### src/noise_shaping_gain_control_pkg.sv
// constants shared by the noise-shaping and gain control block
// assumes a plain register port with four word registers at small indices
`default_nettype none
package noise_shaping_gain_control_pkg;

  // register indices on the plain register port
  localparam logic [3:0] ADDR_CTRL   = 4'h0;
  localparam logic [3:0] ADDR_CORNER = 4'h1;
  localparam logic [3:0] ADDR_FINE   = 4'h2;
  localparam logic [3:0] ADDR_STATUS = 4'h3;

  // control register fields
  localparam int CTRL_SHAPE_EN_BIT = 0;
  localparam int CTRL_COARSE_BIT   = 1;
  // corner register fields
  localparam int CORNER_FIRST_LSB  = 0;
  localparam int CORNER_SECOND_LSB = 4;
  localparam int CODE_W            = 4;
  // fine gain field, in half-dB steps
  localparam int FINE_LSB          = 0;
  localparam int FINE_W            = 4;
  localparam logic [3:0] FINE_MAX  = 4'hC;
  // status register fields
  localparam int STAT_ACTIVE_BIT   = 0;
  localparam int STAT_PENDING_BIT  = 1;
  localparam int STAT_LAT_LSB      = 4;
  localparam int STAT_CENTER_LSB   = 8;
  localparam int CENTER_W          = 11;
  localparam int CORNER_W          = 10;

  // reset values
  localparam logic       RST_SHAPE_EN = 1'b0;
  localparam logic       RST_COARSE   = 1'b0;
  localparam logic [3:0] RST_CODE     = 4'h0;
  localparam logic [3:0] RST_FINE     = 4'h0;
  // both codes at 0 give corners of 250 thousandths each
  localparam logic [10:0] RST_CENTER  = 11'h1F4;

  // timing counts in sample-clock cycles
  localparam logic [3:0] LAT_PLAIN  = 4'hE;
  localparam logic [3:0] LAT_SHAPED = 4'hF;
  localparam logic [2:0] ACT_DELAY  = 3'h4;

  // corner frequency per code, in thousandths of the sample rate
  localparam logic [9:0] CORNER_TABLE [16] = '{
    10'h0FA, 10'h10E, 10'h122, 10'h137,
    10'h14D, 10'h165, 10'h181, 10'h1A4,
    10'h000, 10'h050, 10'h073, 10'h08F,
    10'h0A7, 10'h0BD, 10'h0D2, 10'h0E6
  };

endpackage : noise_shaping_gain_control_pkg
`default_nettype wire

### src/noise_shaping_gain_control.sv
// noise-shaping mode and gain selection control for a pipeline converter
// assumes sampleClk and adcIn are synchronous to clk, sampleClk much slower
// assumes one register write carries a whole serial configuration word
`timescale 1ns/1ps
`default_nettype none

// Overview of operation
// - shaping is off after reset; only the enable bit turns it on
// - with shaping on, trough centre lies midway between two coded corners
// - codes 0 to 7 give corners 0.250 up to 0.420 of sample rate
// - codes 8 to F give corners 0.000 up to 0.230 of sample rate
// - trough centre equals sample rate times mean of the two corners
// - shaping adds one sample clock of delay to the input signal path
// - with shaping on, output comes 15 sample clocks after conversion start
// - shaping fully active 4 sample clocks after the enabling write ends
// - after disable, plain data resumes one sample clock later
// - a selectable coarse gain of fixed 3.5 dB exists
// - fine gain programmable 0 to 6 dB in 0.5 dB steps
// - host programs gains serially; device starts at 0 dB gain
// - conversion starts on rising edge of the sample clock
// - with shaping off, samples emerge 14 sample clocks after capture
module noise_shaping_gain_control #(
  parameter int DATA_W = 11,
  parameter int ADDR_W = 4
) (
  input  wire logic              clk,
  input  wire logic              rst_b,
  input  wire logic [ADDR_W-1:0] regAddr,
  input  wire logic [31:0]       regWdata,
  input  wire logic              regWr,
  input  wire logic              regRd,
  output logic      [31:0]       regRdata,
  input  wire logic              sampleClk,
  input  wire logic [DATA_W-1:0] adcIn,
  output logic      [DATA_W-1:0] dataOut,
  output logic                   dataValid,
  output logic                   dataShaped,
  output logic                   shapingActive,
  output logic      [3:0]        cornerFirst,
  output logic      [3:0]        cornerSecond,
  output logic      [10:0]       troughCenter,
  output logic                   coarseGainOn,
  output logic      [3:0]        fineGainSteps
);

  localparam int DEPTH = int'(noise_shaping_gain_control_pkg::LAT_SHAPED);

  typedef enum logic [1:0] {
    MODE_OFF     = 2'b00,
    MODE_PENDING = 2'b01,
    MODE_ON      = 2'b10
  } mode_t;

  typedef struct packed {
    logic                        shapeEn;
    logic                        coarse;
    logic [3:0]                  codeFirst;
    logic [3:0]                  codeSecond;
    logic [3:0]                  fine;
    mode_t                       mode;
    logic [2:0]                  actCount;
    logic                        sampleClkPrev;
    logic [DEPTH:1][DATA_W-1:0]  pipe;
    logic [DATA_W-1:0]           dataOut;
    logic                        dataValid;
    logic                        dataShaped;
    logic [10:0]                 center;
    logic [31:0]                 rdata;
  } state_t;

  state_t state_reg;
  state_t state_next;

  logic rstSync1;
  logic rstSync2;

  // reset released through two flops so the release is clean on clk
  always_ff @(posedge clk or negedge rst_b) begin
    if (!rst_b) begin
      rstSync1 <= 1'b0;
      rstSync2 <= 1'b0;
    end else begin
      rstSync1 <= 1'b1;
      rstSync2 <= rstSync1;
    end
  end

  // corner frequency in thousandths of the sample rate
  function automatic logic [9:0] cornerOf(input logic [3:0] code);
    cornerOf = noise_shaping_gain_control_pkg::CORNER_TABLE[code];
  endfunction : cornerOf

  // sum of two corners: the mean in half-thousandths of the sample rate
  function automatic logic [10:0] centerOf(input logic [3:0] a,
                                           input logic [3:0] b);
    centerOf = {1'b0, cornerOf(a)} + {1'b0, cornerOf(b)};
  endfunction : centerOf

  logic        sampleEdge;
  logic        wrCtrl;
  logic        wrCorner;
  logic        wrFine;
  logic        newEn;
  logic [3:0]  newFine;
  logic [3:0]  latency;
  logic [31:0] statusWord;

  assign sampleEdge = sampleClk & ~state_reg.sampleClkPrev;
  assign wrCtrl   = regWr &&
                    (regAddr == noise_shaping_gain_control_pkg::ADDR_CTRL);
  assign wrCorner = regWr &&
                    (regAddr == noise_shaping_gain_control_pkg::ADDR_CORNER);
  assign wrFine   = regWr &&
                    (regAddr == noise_shaping_gain_control_pkg::ADDR_FINE);
  assign newEn = regWdata[noise_shaping_gain_control_pkg::CTRL_SHAPE_EN_BIT];
  assign newFine =
    regWdata[noise_shaping_gain_control_pkg::FINE_LSB +:
             noise_shaping_gain_control_pkg::FINE_W];

  // output tap follows the mode actually in force, not the written bit
  assign latency = (state_reg.mode == MODE_ON) ?
                   noise_shaping_gain_control_pkg::LAT_SHAPED :
                   noise_shaping_gain_control_pkg::LAT_PLAIN;

  always_comb begin
    statusWord = 32'h0000_0000;
    statusWord[noise_shaping_gain_control_pkg::STAT_ACTIVE_BIT] =
      (state_reg.mode == MODE_ON);
    statusWord[noise_shaping_gain_control_pkg::STAT_PENDING_BIT] =
      (state_reg.mode == MODE_PENDING);
    statusWord[noise_shaping_gain_control_pkg::STAT_LAT_LSB +: 4] = latency;
    statusWord[noise_shaping_gain_control_pkg::STAT_CENTER_LSB +:
               noise_shaping_gain_control_pkg::CENTER_W] = state_reg.center;
  end

  always_comb begin
    state_next = state_reg;
    state_next.sampleClkPrev = sampleClk;
    state_next.dataValid = 1'b0;

    // register writes: a write strobe is the completed serial word, so
    // whole fields are taken at once and nothing half-written is applied
    if (wrCtrl) begin
      state_next.shapeEn = newEn;
      state_next.coarse =
        regWdata[noise_shaping_gain_control_pkg::CTRL_COARSE_BIT];
    end
    if (wrCorner) begin
      state_next.codeFirst =
        regWdata[noise_shaping_gain_control_pkg::CORNER_FIRST_LSB +:
                 noise_shaping_gain_control_pkg::CODE_W];
      state_next.codeSecond =
        regWdata[noise_shaping_gain_control_pkg::CORNER_SECOND_LSB +:
                 noise_shaping_gain_control_pkg::CODE_W];
    end
    if (wrFine) begin
      // codes past 6 dB saturate rather than wrap to a small gain
      state_next.fine =
        (newFine > noise_shaping_gain_control_pkg::FINE_MAX) ?
        noise_shaping_gain_control_pkg::FINE_MAX : newFine;
    end
    state_next.center = centerOf(state_next.codeFirst,
                                 state_next.codeSecond);

    // mode sequencing
    case (state_reg.mode)
      MODE_OFF: begin
        if (wrCtrl && newEn) begin
          state_next.mode = MODE_PENDING;
          state_next.actCount = noise_shaping_gain_control_pkg::ACT_DELAY;
        end
      end
      MODE_PENDING: begin
        if (wrCtrl && !newEn) begin
          state_next.mode = MODE_OFF;
        end else if (sampleEdge) begin
          if (state_reg.actCount == 3'h1) begin
            state_next.mode = MODE_ON;
          end
          state_next.actCount = state_reg.actCount - 3'h1;
        end
      end
      MODE_ON: begin
        // drop out on the first sample edge after the disabling write
        if (sampleEdge && !state_next.shapeEn) begin
          state_next.mode = MODE_OFF;
        end
      end
      default: begin
        state_next.mode = MODE_OFF;
      end
    endcase

    // sample pipeline: shaping changes the tap only, never the samples
    if (sampleEdge) begin
      state_next.pipe[1] = adcIn;
      for (int i = 2; i <= DEPTH; i++) begin
        state_next.pipe[i] = state_reg.pipe[i-1];
      end
      state_next.dataOut = state_reg.pipe[latency];
      state_next.dataValid = 1'b1;
      state_next.dataShaped = (state_reg.mode == MODE_ON);
    end

    // read data stands in the cycle after the strobe; unmapped reads zero
    state_next.rdata = 32'h0000_0000;
    if (regRd) begin
      case (regAddr)
        noise_shaping_gain_control_pkg::ADDR_CTRL: begin
          state_next.rdata[noise_shaping_gain_control_pkg::CTRL_SHAPE_EN_BIT] =
            state_reg.shapeEn;
          state_next.rdata[noise_shaping_gain_control_pkg::CTRL_COARSE_BIT] =
            state_reg.coarse;
        end
        noise_shaping_gain_control_pkg::ADDR_CORNER: begin
          state_next.rdata[noise_shaping_gain_control_pkg::CORNER_FIRST_LSB +:
                           noise_shaping_gain_control_pkg::CODE_W] =
            state_reg.codeFirst;
          state_next.rdata[noise_shaping_gain_control_pkg::CORNER_SECOND_LSB +:
                           noise_shaping_gain_control_pkg::CODE_W] =
            state_reg.codeSecond;
        end
        noise_shaping_gain_control_pkg::ADDR_FINE: begin
          state_next.rdata[noise_shaping_gain_control_pkg::FINE_LSB +:
                           noise_shaping_gain_control_pkg::FINE_W] =
            state_reg.fine;
        end
        noise_shaping_gain_control_pkg::ADDR_STATUS: begin
          state_next.rdata = statusWord;
        end
        default: begin
          state_next.rdata = 32'h0000_0000;
        end
      endcase
    end
  end

  always_ff @(posedge clk or negedge rstSync2) begin
    if (!rstSync2) begin
      state_reg.shapeEn       <= noise_shaping_gain_control_pkg::RST_SHAPE_EN;
      state_reg.coarse        <= noise_shaping_gain_control_pkg::RST_COARSE;
      state_reg.codeFirst     <= noise_shaping_gain_control_pkg::RST_CODE;
      state_reg.codeSecond    <= noise_shaping_gain_control_pkg::RST_CODE;
      state_reg.fine          <= noise_shaping_gain_control_pkg::RST_FINE;
      state_reg.mode          <= MODE_OFF;
      state_reg.actCount      <= 3'h0;
      state_reg.sampleClkPrev <= 1'b0;
      state_reg.pipe          <= '0;
      state_reg.dataOut       <= '0;
      state_reg.dataValid     <= 1'b0;
      state_reg.dataShaped    <= 1'b0;
      state_reg.center        <= noise_shaping_gain_control_pkg::RST_CENTER;
      state_reg.rdata         <= 32'h0000_0000;
    end else begin
      state_reg <= state_next;
    end
  end

  assign regRdata      = state_reg.rdata;
  assign dataOut       = state_reg.dataOut;
  assign dataValid     = state_reg.dataValid;
  assign dataShaped    = state_reg.dataShaped;
  assign shapingActive = (state_reg.mode == MODE_ON);
  assign cornerFirst   = state_reg.codeFirst;
  assign cornerSecond  = state_reg.codeSecond;
  assign troughCenter  = state_reg.center;
  assign coarseGainOn  = state_reg.coarse;
  assign fineGainSteps = state_reg.fine;

endmodule : noise_shaping_gain_control
`default_nettype wire

### config.mk
export PLATFORM = sky130hd
export DESIGN_NAME = noise_shaping_gain_control
export DESIGN_NICKNAME = d
export VERILOG_FILES = /design/src/noise_shaping_gain_control_pkg.sv /design/src/noise_shaping_gain_control.sv
export SDC_FILE = /design/constraint.sdc
export NUM_CORES = 1
export LEC_CHECK = 0
export BUFFER_PORTS_ARGS = -buffer_cell sky130_fd_sc_hd__buf_2
export CORE_AREA = 2 2 135 203
export CTS_CLUSTER_DIAMETER = 150
export CTS_CLUSTER_SIZE = 24
export DETAILED_ROUTE_END_ITERATION = 10
export DIE_AREA = 0 0 137 205
export GPL_TIMING_DRIVEN = 0
export PLACE_DENSITY = 0.68
export SYNTH_ARGS = -nofsm -noshare
export SYNTH_HDL_FRONTEND = slang
export SYNTH_SLANG_ARGS = --single-unit
### constraint.sdc
create_clock -name clk -period 17.7 [get_ports clk]
set_input_delay 1.77 -clock clk [delete_from_list [all_inputs] [get_ports clk]]
set_output_delay 1.77 -clock clk [all_outputs]
set_load 0.1 [all_outputs]
==> results.json, run 1 <==
{
  "ioPinCount": 122,
  "finClkSkew_ns": 0.0243,
  "grt_max_degree": 65,
  "hold_buffers": 0,
  "cts_buffer_depth": 3,
  "required_ns": 18.09,
  "root_buffer": "clkbuf_16",
  "track_usage_pct": 17.4,
  "nets": 1354,
  "seq_area_frac_synth_pct": 54.7,
  "dr.first_iter.drc_count": 435,
  "ir_drop_mv": 0.106,
  "setup_viol_count_final": 0,
  "cts_tree": "done",
  "routed_via_density": 4.95,
  "ys_async_sr_fraction_pct": 100,
  "htreeDepth": 1,
  "fin_crit_sh_pct": 32.3,
  "cts_sinks": 228,
  "setup_slack_ns": 11.99,
  "synth_largest_area_cell": "dfrtp_1",
  "outcome": "finished clean",
  "synth_edf_count": 0,
  "clkLatencyLatePin_ns": 0.48,
  "crit_path_end_kind": "flip-flop",
  "grt_pass1_vias": 8193,
  "synthesis.area_mm2": 0.0104,
  "post_drt_wl_per_cell_um": 14.6,
  "worst_slew_pin_slew_ns": 0.922,
  "crit_path_start_kind": "primary input",
  "critPathKind": "primary input to flip-flop",
  "synth.most_common_cell": "nand2_1",
  "yosysWarnings": 0,
  "rsz0062_at_grt": "no",
  "portBuffers": 78,
  "synth_top_area_share_pct": 53.2,
  "synth_area_leaders": "dfrtp_1, nand2_1, buf_4, ha_1, clkbuf_1",
  "synthCells": 1166,
  "hpwlAfterDp_um": 17400,
  "synth-seq-cells": 228,
  "grt_overflow": 0,
  "die-width_um": 137,
  "cts_resized": 0,
  "critPathMaxFanout": 10,
  "core_area_mm2": 0.0263,
  "whs_ns": 0.358,
  "fp.dieH_um": 205,
  "synth_common_cells": "nand2_1, dfrtp_1, buf_4",
  "cts_setup_buffers": 0,
  "synth_cell_types": 69,
  "dp_slack_ns": 11.61,
  "cellLeakagePower_nw": 6.34,
  "tns_ns": 0,
  "hp-class": "flip-flop to flip-flop",
  "synth.avg_cell_area_um2": 8.95,
  "synth_flop_cell": "dfrtp_1",
  "place_congestion": 0.936,
  "num_vias": 8013,
  "areaGrowthSynthToFinish_pct": 12.6,
  "wl_um": 23600,
  "fmax_ghz": 0.175,
  "clkSlewWorstSetupHoldPaths_ns": 0.09,
  "fp.dieArea_mm2": 0.0281,
  "dr.pass1.iters": 5,
  "drv_cap": 0,
  "diodes": 0,
  "grt_antenna_before_repair": 0,
  "num_rows": 73,
  "ant_nets": 0,
  "drc": 0,
  "grt_pass1_wl_um": 39500,
  "period_needed_ns": 5.71,
  "largest_register_ffs": 172,
  "slew-limit-headroom_pct": 38.3,
  "drv_slew": 0,
  "crit_arrival_ns": 6.10,
  "initial_core_util_pct": 39.7,
  "drive_gt1_share_pct": 15.0,
  "p_per_area_mw_per_mm2": 135,
  "cts_buffers": 13,
  "finalHoldViolations": 0
}
## cells by family (layout without fill, tap and decap cells)
| family | Yosys count | in the layout | share of synthesized area, % |
|---|---|---|---|
| buffers and inverters | 148 | 250 | 7.83 |
| xor gates and xnor gates | 10 | 10 | 0.839 |
| DFF | 228 | 228 | 54.7 |
| and+or+nand+nor | 619 | 619 | 23.8 |
| adders and majority gates | 26 | 26 | 3.19 |
| AOI/OAI and AO/OA | 112 | 112 | 7.42 |
| other | 2 | 16 | 0.0719 |
| muxes | 21 | 21 | 2.18 |
## metrics by stage
step,area (µm²),power (mW),utilization [%],std cells
final,11800,1.58,44.7,1619
after global routing,11800,1.67,44.7,1619
after CTS,11800,1.60,44.7,1619
after detailed placement,11400,1.29,43.3,1598
after global placement,11300,1.27,43.0,1595
after floorplan,10500,1.16,-,1180
## routing by layer
metal,global-route usage [%],up-vias,wire length [µm]
met5,0,-,0
met4,7.92,0,936
met3,1.95,66,1020
met2,32.5,225,12500
met1,19.3,3849,9090
li1,-,3873,-
## critical path: stages
cell      delay (ns)
buf_2           0.22
nor2b_1         0.16
buf_2           0.19
buf_2           0.27
buf_2           0.30
a21boi_0        0.17
nor2_1          0.30
inv_1           0.19
ha_1            0.27
or3_1           0.38
o32a_1          0.22
ha_1            0.23
fa_1            0.41
a21oi_1         0.25
o22ai_1         0.15
o41ai_1         0.40
xnor2_1         0.18
## power breakdown
part           leakage [nW]  switching [mW]  internal [mW]
Combinational          3.15           0.412          0.170
Sequential             3.02          0.0637          0.629
Clock                 0.175           0.168          0.140
## layout make-up
| type | count | area [µm²] |
|---|---|---|
| Tap cell | 337 | 422 |
| Fill cell | 2626 | 14500 |
| Clock buffer | 20 | 352 |
| Inverter | 22 | 82.6 |
| Timing Repair Buffer | 81 | 473 |
| Clock inverter | 1 | 16.3 |
| Multi-Input combinational cell | 804 | 3960 |
| Sequential cell | 228 | 5720 |
| Buffer | 126 | 734 |
## path summary, 6_finish.rpt
check | start | endpoint | slack, ns | cells past startpoint
max | regAddr[0] | troughCenter[8] | 11.99 | 17
min | rstSync1 | rstSync2 | 0.36 | 0
max reg2reg | cornerSecond[0] | troughCenter[8] | 14.01 | 12
min reg2reg | rstSync1 | rstSync2 | 0.36 | 0
max in group asynchronous | rstSync2 | troughCenter[4] | 16.14 | 2
min in group asynchronous | rstSync2 | fineGainSteps[1] | 0.42 | 0
## cells in the final DEF, fill, tap and decap left out, types with 5 or more instances in the layout
cell / count
nand2_1: 538
dfrtp_1: 221
buf_2: 89
buf_4: 66
clkbuf_1: 56
o21ai_0: 29
ha_1: 25
nor2_1: 23
inv_1: 21
a21oi_1: 17
mux2i_1: 16
conb_1: 16
clkbuf_16: 13
and2_1: 10
a221oi_1: 7
nand3_1: 7
and3_1: 7
xnor2_1: 7
a22oi_1: 6
o22ai_1: 6
dfstp_2: 6
nor2b_1: 5
nand2b_1: 5
a21boi_0: 5
Power figures use the tool's default switching activity.
==> run 2, diff against run 1 <==
- clock period: 17.7 -> 5.75 ns (I/O delays scaled with it)
==> run 2 against run 1 <==
Non-clock buffer count grew 1. Cell area grew 0.13%. Clock-buffer cell count shrank 1. Critical path depth is the same. Routed wire length shrank 0.76%. Sequential power grew to 3.1 times the previous value. Core utilization grew 0.057 points. Clock skew grew 0.0022 ns. Worst hold slack lost 0.14 ns. Sequential cell count is the same. Critical endpoint unchanged. Largest power group unchanged.
==> results.json, run 2 (synthesized netlist as in run 1, its figures left out) <==
{
  "cts_buffer_depth": 3,
  "crit_path_end_kind": "flip-flop",
  "final_common_cell": "nand2_1",
  "critPathSlowestCell": "fa_1",
  "grt_pass1_wl_um": 39000,
  "critPathMaxFanout": 10,
  "grt_antenna_before_repair": 0,
  "path_common_cell": "buf_2",
  "root_buffer": "clkbuf_16",
  "initial_core_util_pct": 39.7,
  "fmax_ghz": 0.230,
  "clkSlewWorstSetupHoldPaths_ns": 0.10,
  "mostFrequentLayoutCells": "nand2_1, dfrtp_1, buf_2",
  "grt_max_degree": 73,
  "p_per_area_mw_per_mm2": 414,
  "nets": 1355,
  "drc": 0,
  "cts_setup_buffers": 0,
  "num_rows": 73,
  "core_area_mm2": 0.0263,
  "place_congestion": 0.958,
  "portBuffers": 78,
  "worst-r2r-cell-count": 11,
  "r2r-end": "troughCenter[8]",
  "slew-limit-headroom_pct": 46.8,
  "largest_register_ffs": 172,
  "drive_gt1_share_pct": 15.0,
  "ant_nets": 0,
  "dp_slack_ns": 0.939,
  "max_stage_delay_ns": 0.40,
  "clkLatencyLatePin_ns": 0.49,
  "htreeDepth": 1,
  "dr.pass1.iters": 5,
  "crit_path_start_kind": "primary input",
  "setup_slack_ns": 1.40,
  "areaGrowthSynthToFinish_pct": 12.8,
  "crit_arrival_ns": 4.77,
  "ir_drop_mv": 0.320,
  "num_vias": 7932,
  "ioPinCount": 122,
  "r2r_start": "cornerSecond[1]",
  "holdPathStages": 1,
  "grt_overflow": 0,
  "finalHoldViolations": 0,
  "drv_slew": 0,
  "outcome": "finished clean",
  "diodes": 0,
  "die-width_um": 137,
  "setup_viol_count_final": 0,
  "critPathKind": "primary input to flip-flop",
  "hpwlAfterDp_um": 17200,
  "fillers": 2564,
  "required_ns": 6.17,
  "routed_via_density": 4.90,
  "rrSetupSlack_ns": 2.15,
  "tns_ns": 0,
  "worst_slew_pin_slew_ns": 0.796,
  "post_drt_wl_per_cell_um": 14.4,
  "dr.first_iter.drc_count": 467,
  "period_needed_ns": 4.35,
  "crit_buf_inv": 5,
  "grt_pass1_vias": 7909,
  "fp.dieH_um": 205,
  "whs_ns": 0.215,
  "drv_cap": 0,
  "total_power_mw": 4.87,
  "rsz0062_at_grt": "no",
  "fin_crit_sh_pct": 75.7,
  "cellLeakagePower_nw": 6.35,
  "fp.dieArea_mm2": 0.0281,
  "cp_top_family": "buffers and inverters",
  "wl_um": 23400,
  "finClkSkew_ns": 0.0265,
  "min_to": "state_reg[221]",
  "cts_resized": 0,
  "track_usage_pct": 17.2,
  "crit_chain": "buf_2 -> nor2b_1 -> buf_2 -> buf_2 -> buf_2 -> a21boi_0 -> nor2_1 -> inv_1 -> ha_1 -> or3_1 -> o32a_1 -> ha_1 -> fa_1 -> a21oi_1 -> o22ai_1 -> o41ai_1 -> xnor2_1",
  "cts_sinks": 228,
  "cts_tree": "done",
  "cts_buffers": 13,
  "hp-class": "primary input to flip-flop",
  "min_from": "sampleClk"
}
==> run 2: cell count changes in the layout (fill, tap and decap cells not counted) <==
| cell | change |
|---|---|
| dlygate4sd3_1 | +1 |
| inv_6 | +1 |
| clkbuf_1 | -1 |
==> run 2: worst max-delay path by stage <==
stage | from | endpoint | slack [ns] | cells after the start
6_report | regAddr[0] | troughCenter[8] | 1.40 | 17
5_1_grt | regAddr[0] | troughCenter[8] | 1.16 | 17
4_1_cts | regAddr[0] | troughCenter[8] | 1.45 | 16
3_5_place_dp | regAddr[0] | troughCenter[8] | 0.94 | 16
3_3_place_gp | rstSync2 | dataOut[8] | 0.60 | 0
2_1_floorplan | regAddr[0] | troughCenter[8] | 1.76 | 17
==> run 2: what timing repair did <==
item	4_1_cts	5_1_grt
hold buffers	1	0
setup endpoints to repair	0	0
endpoints found under the hold margin	2	0
==> run 2: layout make-up <==
type	instances	area, µm²	share of cell area [%]
Clock inverter	2	25.0	0.213
Sequential cell	228	5720	48.5
Inverter	22	82.6	0.701
Timing Repair Buffer	82	483	4.10
Multi-Input combinational cell	804	3960	33.7
Clock buffer	19	348	2.95
Buffer	126	734	6.24
Tap cell	337	422	3.58
==> run 2: through the flow <==
stage,util (%),cells,area [µm²]
final,44.8,1620,11800
after global routing,44.8,1620,11800
after CTS,44.8,1620,11800
after detailed placement,43.3,1598,11400
after global placement,43.0,1595,11300
after floorplan,-,1180,10500
==> run 2: power breakdown <==
part | leakage (nW) | switching, mW | internal [mW] | total (mW)
combinational | 3.15 | 1.26 | 0.520 | 1.78
sequential | 3.02 | 0.189 | 1.94 | 2.13
clock | 0.179 | 0.532 | 0.433 | 0.966
total | 6.35 | 1.98 | 2.89 | 4.87
==> run 2: routing by layer <==
metal  global-route usage, %  vias up  wire length [µm]
met5                       0        -                 0
met4                    7.00        0               858
met3                    1.73       54               891
met2                    31.7      203             12300
met1                    20.1     3796              9370
li1                        -     3879                 -
==> run 3, diff against run 2 <==
- PLACE_DENSITY: 0.68 -> 0.7
- clock period: 5.75 -> 3.6 ns (I/O delays scaled with it)
==> run 3 against run 2 <==
Core utilization grew 0.30 points. Critical path depth fell by 1. Power up 61%. Non-clock buffer count rose by 2. First-iteration DRC count rose by 39%. Clock power grew 60%. Final cell count rose by 0.19%. Worst setup slack lost 1.2 ns. Sequential share of layout area is 0.32 points lower. Combinational power up 62%. Global-route usage shrank 0.31 points. Sequential cell count stayed put. Largest cell class unchanged. Highest routed layer unchanged.
==> results.json, run 3 (synthesized netlist as in run 1, its figures left out) <==
{
  "outcome": "finished clean",
  "p_per_area_mw_per_mm2": 660,
  "fin_crit_sh_pct": 95.4,
  "final_common_cell": "nand2_1",
  "period_needed_ns": 3.43,
  "setup_viol_count_final": 0,
  "drv_slew": 0,
  "cellLeakagePower_nw": 6.38,
  "largest_register_ffs": 172,
  "dr.first_iter.drc_count": 650,
  "cp_top_family": "adder cells",
  "drive_gt1_share_pct": 15.6,
  "final_cell_count_no_fill": 1623,
  "cts_sinks": 228,
  "swShare_pct": 40.7,
  "intPower_mw": 4.64,
  "critPathKind": "primary input to flip-flop",
  "regArea_mm2": 0.00572,
  "max_stage_delay_ns": 0.40,
  "critPathMaxFanout": 10,
  "nets": 1357,
  "ioPinCount": 122,
  "ant_nets": 0,
  "htreeDepth": 1,
  "post_drt_wl_per_cell_um": 14.3,
  "clkLatencyLatePin_ns": 0.49,
  "drc": 0,
  "place_congestion": 0.942,
  "crit_buf_inv": 4,
  "r2r_start": "cornerSecond[3]",
  "slew-limit-headroom_pct": 49.2,
  "fp.dieArea_mm2": 0.0281,
  "track_usage_pct": 16.9,
  "grt_overflow": 0,
  "multi_input_comb_area_mm2": 0.00401,
  "grt_pass1_vias": 7897,
  "num_rows": 73,
  "post-place-cells": 1598,
  "grt_max_degree": 66,
  "fmax_ghz": 0.291,
  "grt_pass1_wl_um": 38400,
  "initial_core_util_pct": 39.7,
  "areaGrowthSynthToFinish_pct": 13.5,
  "final_area_mm2": 0.0119,
  "wl_um": 23200,
  "required_ns": 4.02,
  "p_comb_share_pct": 36.8,
  "mostFrequentLayoutCells": "nand2_1, dfrtp_1, buf_2",
  "clkSlewWorstSetupHoldPaths_ns": 0.10,
  "dr.pass1.iters": 6,
  "die-width_um": 137,
  "portBuffers": 78,
  "power.switching_mw": 3.19,
  "root_buffer": "clkbuf_16",
  "routed_via_density": 4.90,
  "crit_chain": "clkbuf_4 -> nor2b_1 -> buf_2 -> buf_4 -> nand2_4 -> mux2i_4 -> inv_1 -> ha_1 -> or3_1 -> o32a_1 -> ha_1 -> fa_2 -> a21oi_2 -> o22ai_1 -> o41ai_2 -> xnor2_1",
  "diodes": 0,
  "cts_tree": "done",
  "worst_slew_pin_slew_ns": 0.754,
  "crit_arrival_ns": 3.86,
  "dpl-instance-area_mm2": 0.0114,
  "rsz0062_at_grt": "no",
  "ir_drop_mv": 0.487,
  "drv_cap": 0,
  "grt_antenna_before_repair": 0,
  "critPathSlowestCell": "or3_1",
  "p_clk_share_pct": 19.8,
  "hp-class": "primary input to flip-flop",
  "whs_ns": 0.0546,
  "min_from": "adcIn[7]",
  "finalHoldViolations": 0,
  "crit_path_end_kind": "flip-flop",
  "cts_buffer_depth": 3,
  "seq_power_share_pct": 43.4,
  "hpwlAfterDp_um": 16900,
  "fillers": 2569,
  "crit_path_start_kind": "primary input",
  "fp.dieH_um": 205,
  "cts_buffers": 13,
  "critPathLaunch": "regAddr[0]",
  "finClkSkew_ns": 0.0267,
  "num_vias": 7946,
  "path_common_cell": "ha_1",
  "core_area_mm2": 0.0263
}
==> run 3: worst min-delay path: stages <==
cell     delay, ns
buf_2         0.07
nand2_1       0.04
nand2_1       0.04
==> run 3: worst paths after layout <==
| path | endpoint | slack [ns] | cells after the start |
|---|---|---|---|
| max | troughCenter[8] | 0.17 | 16 |
| min | state_reg[63] | 0.05 | 3 |
| max reg2reg | troughCenter[9] | 0.23 | 9 |
| min reg2reg | state_reg[110] | 0.36 | 0 |
| max in group asynchronous | troughCenter[7] | 2.16 | 2 |
| min in group asynchronous | rstSync2 | 0.20 | 2 |
==> run 3: power groups by stage <==
stage / registers [mW] / logic, mW / clock network (mW)
2_1_floorplan: 3.44 / 2.30 / 0
3_3_place_gp: 3.47 / 2.76 / 0
3_5_place_dp: 3.45 / 2.86 / 0
4_1_cts: 3.40 / 2.87 / 1.59
5_1_grt: 3.47 / 3.12 / 1.68
6_report: 3.40 / 2.88 / 1.55
==> run 3: timing repair <==
| item | CTS | global route |
|---|---|---|
| endpoints found under the hold margin | 3 | 0 |
| pin swaps | 1 | 0 |
| endpoints found under the setup margin | 6 | 4 |
| resized for setup | 3 | 6 |
| hold buffers | 2 | 0 |
| setup buffers | 1 | 0 |
==> run 3: cell type report <==
class                      count  area share (%)
sequential                   228            48.2
tap                          337            3.56
multi-input combinational    804            33.8
buffer                       126            6.33
inverter                      22           0.697
clock inverter                 2           0.211
clock buffer                  20            2.97
timing repair buffer          84            4.22
==> run 3: through the flow <==
| step | worst slack [ns] | TNS, ns | utilization, % | power [mW] |
|---|---|---|---|---|
| final | 0.167 | 0 | 45.1 | 7.83 |
| after global routing | 0.0106 | 0 | 45.1 | 8.27 |
| after floorplan | 0.0240 | 0 | - | 5.74 |
| after detailed placement | -0.826 | -4.75 | 43.4 | 6.31 |
| after CTS | 0.0470 | 0 | 45.0 | 7.86 |
| after global placement | -0.744 | -3.98 | 43.1 | 6.23 |
==> run 3: per-layer routing <==
metal	GRT usage (%)	wire, µm	up-vias
li1	-	-	3879
met1	19.9	9430	3797
met2	30.9	12000	223
met3	1.71	1060	47
met4	6.81	722	0
met5	0	0	-
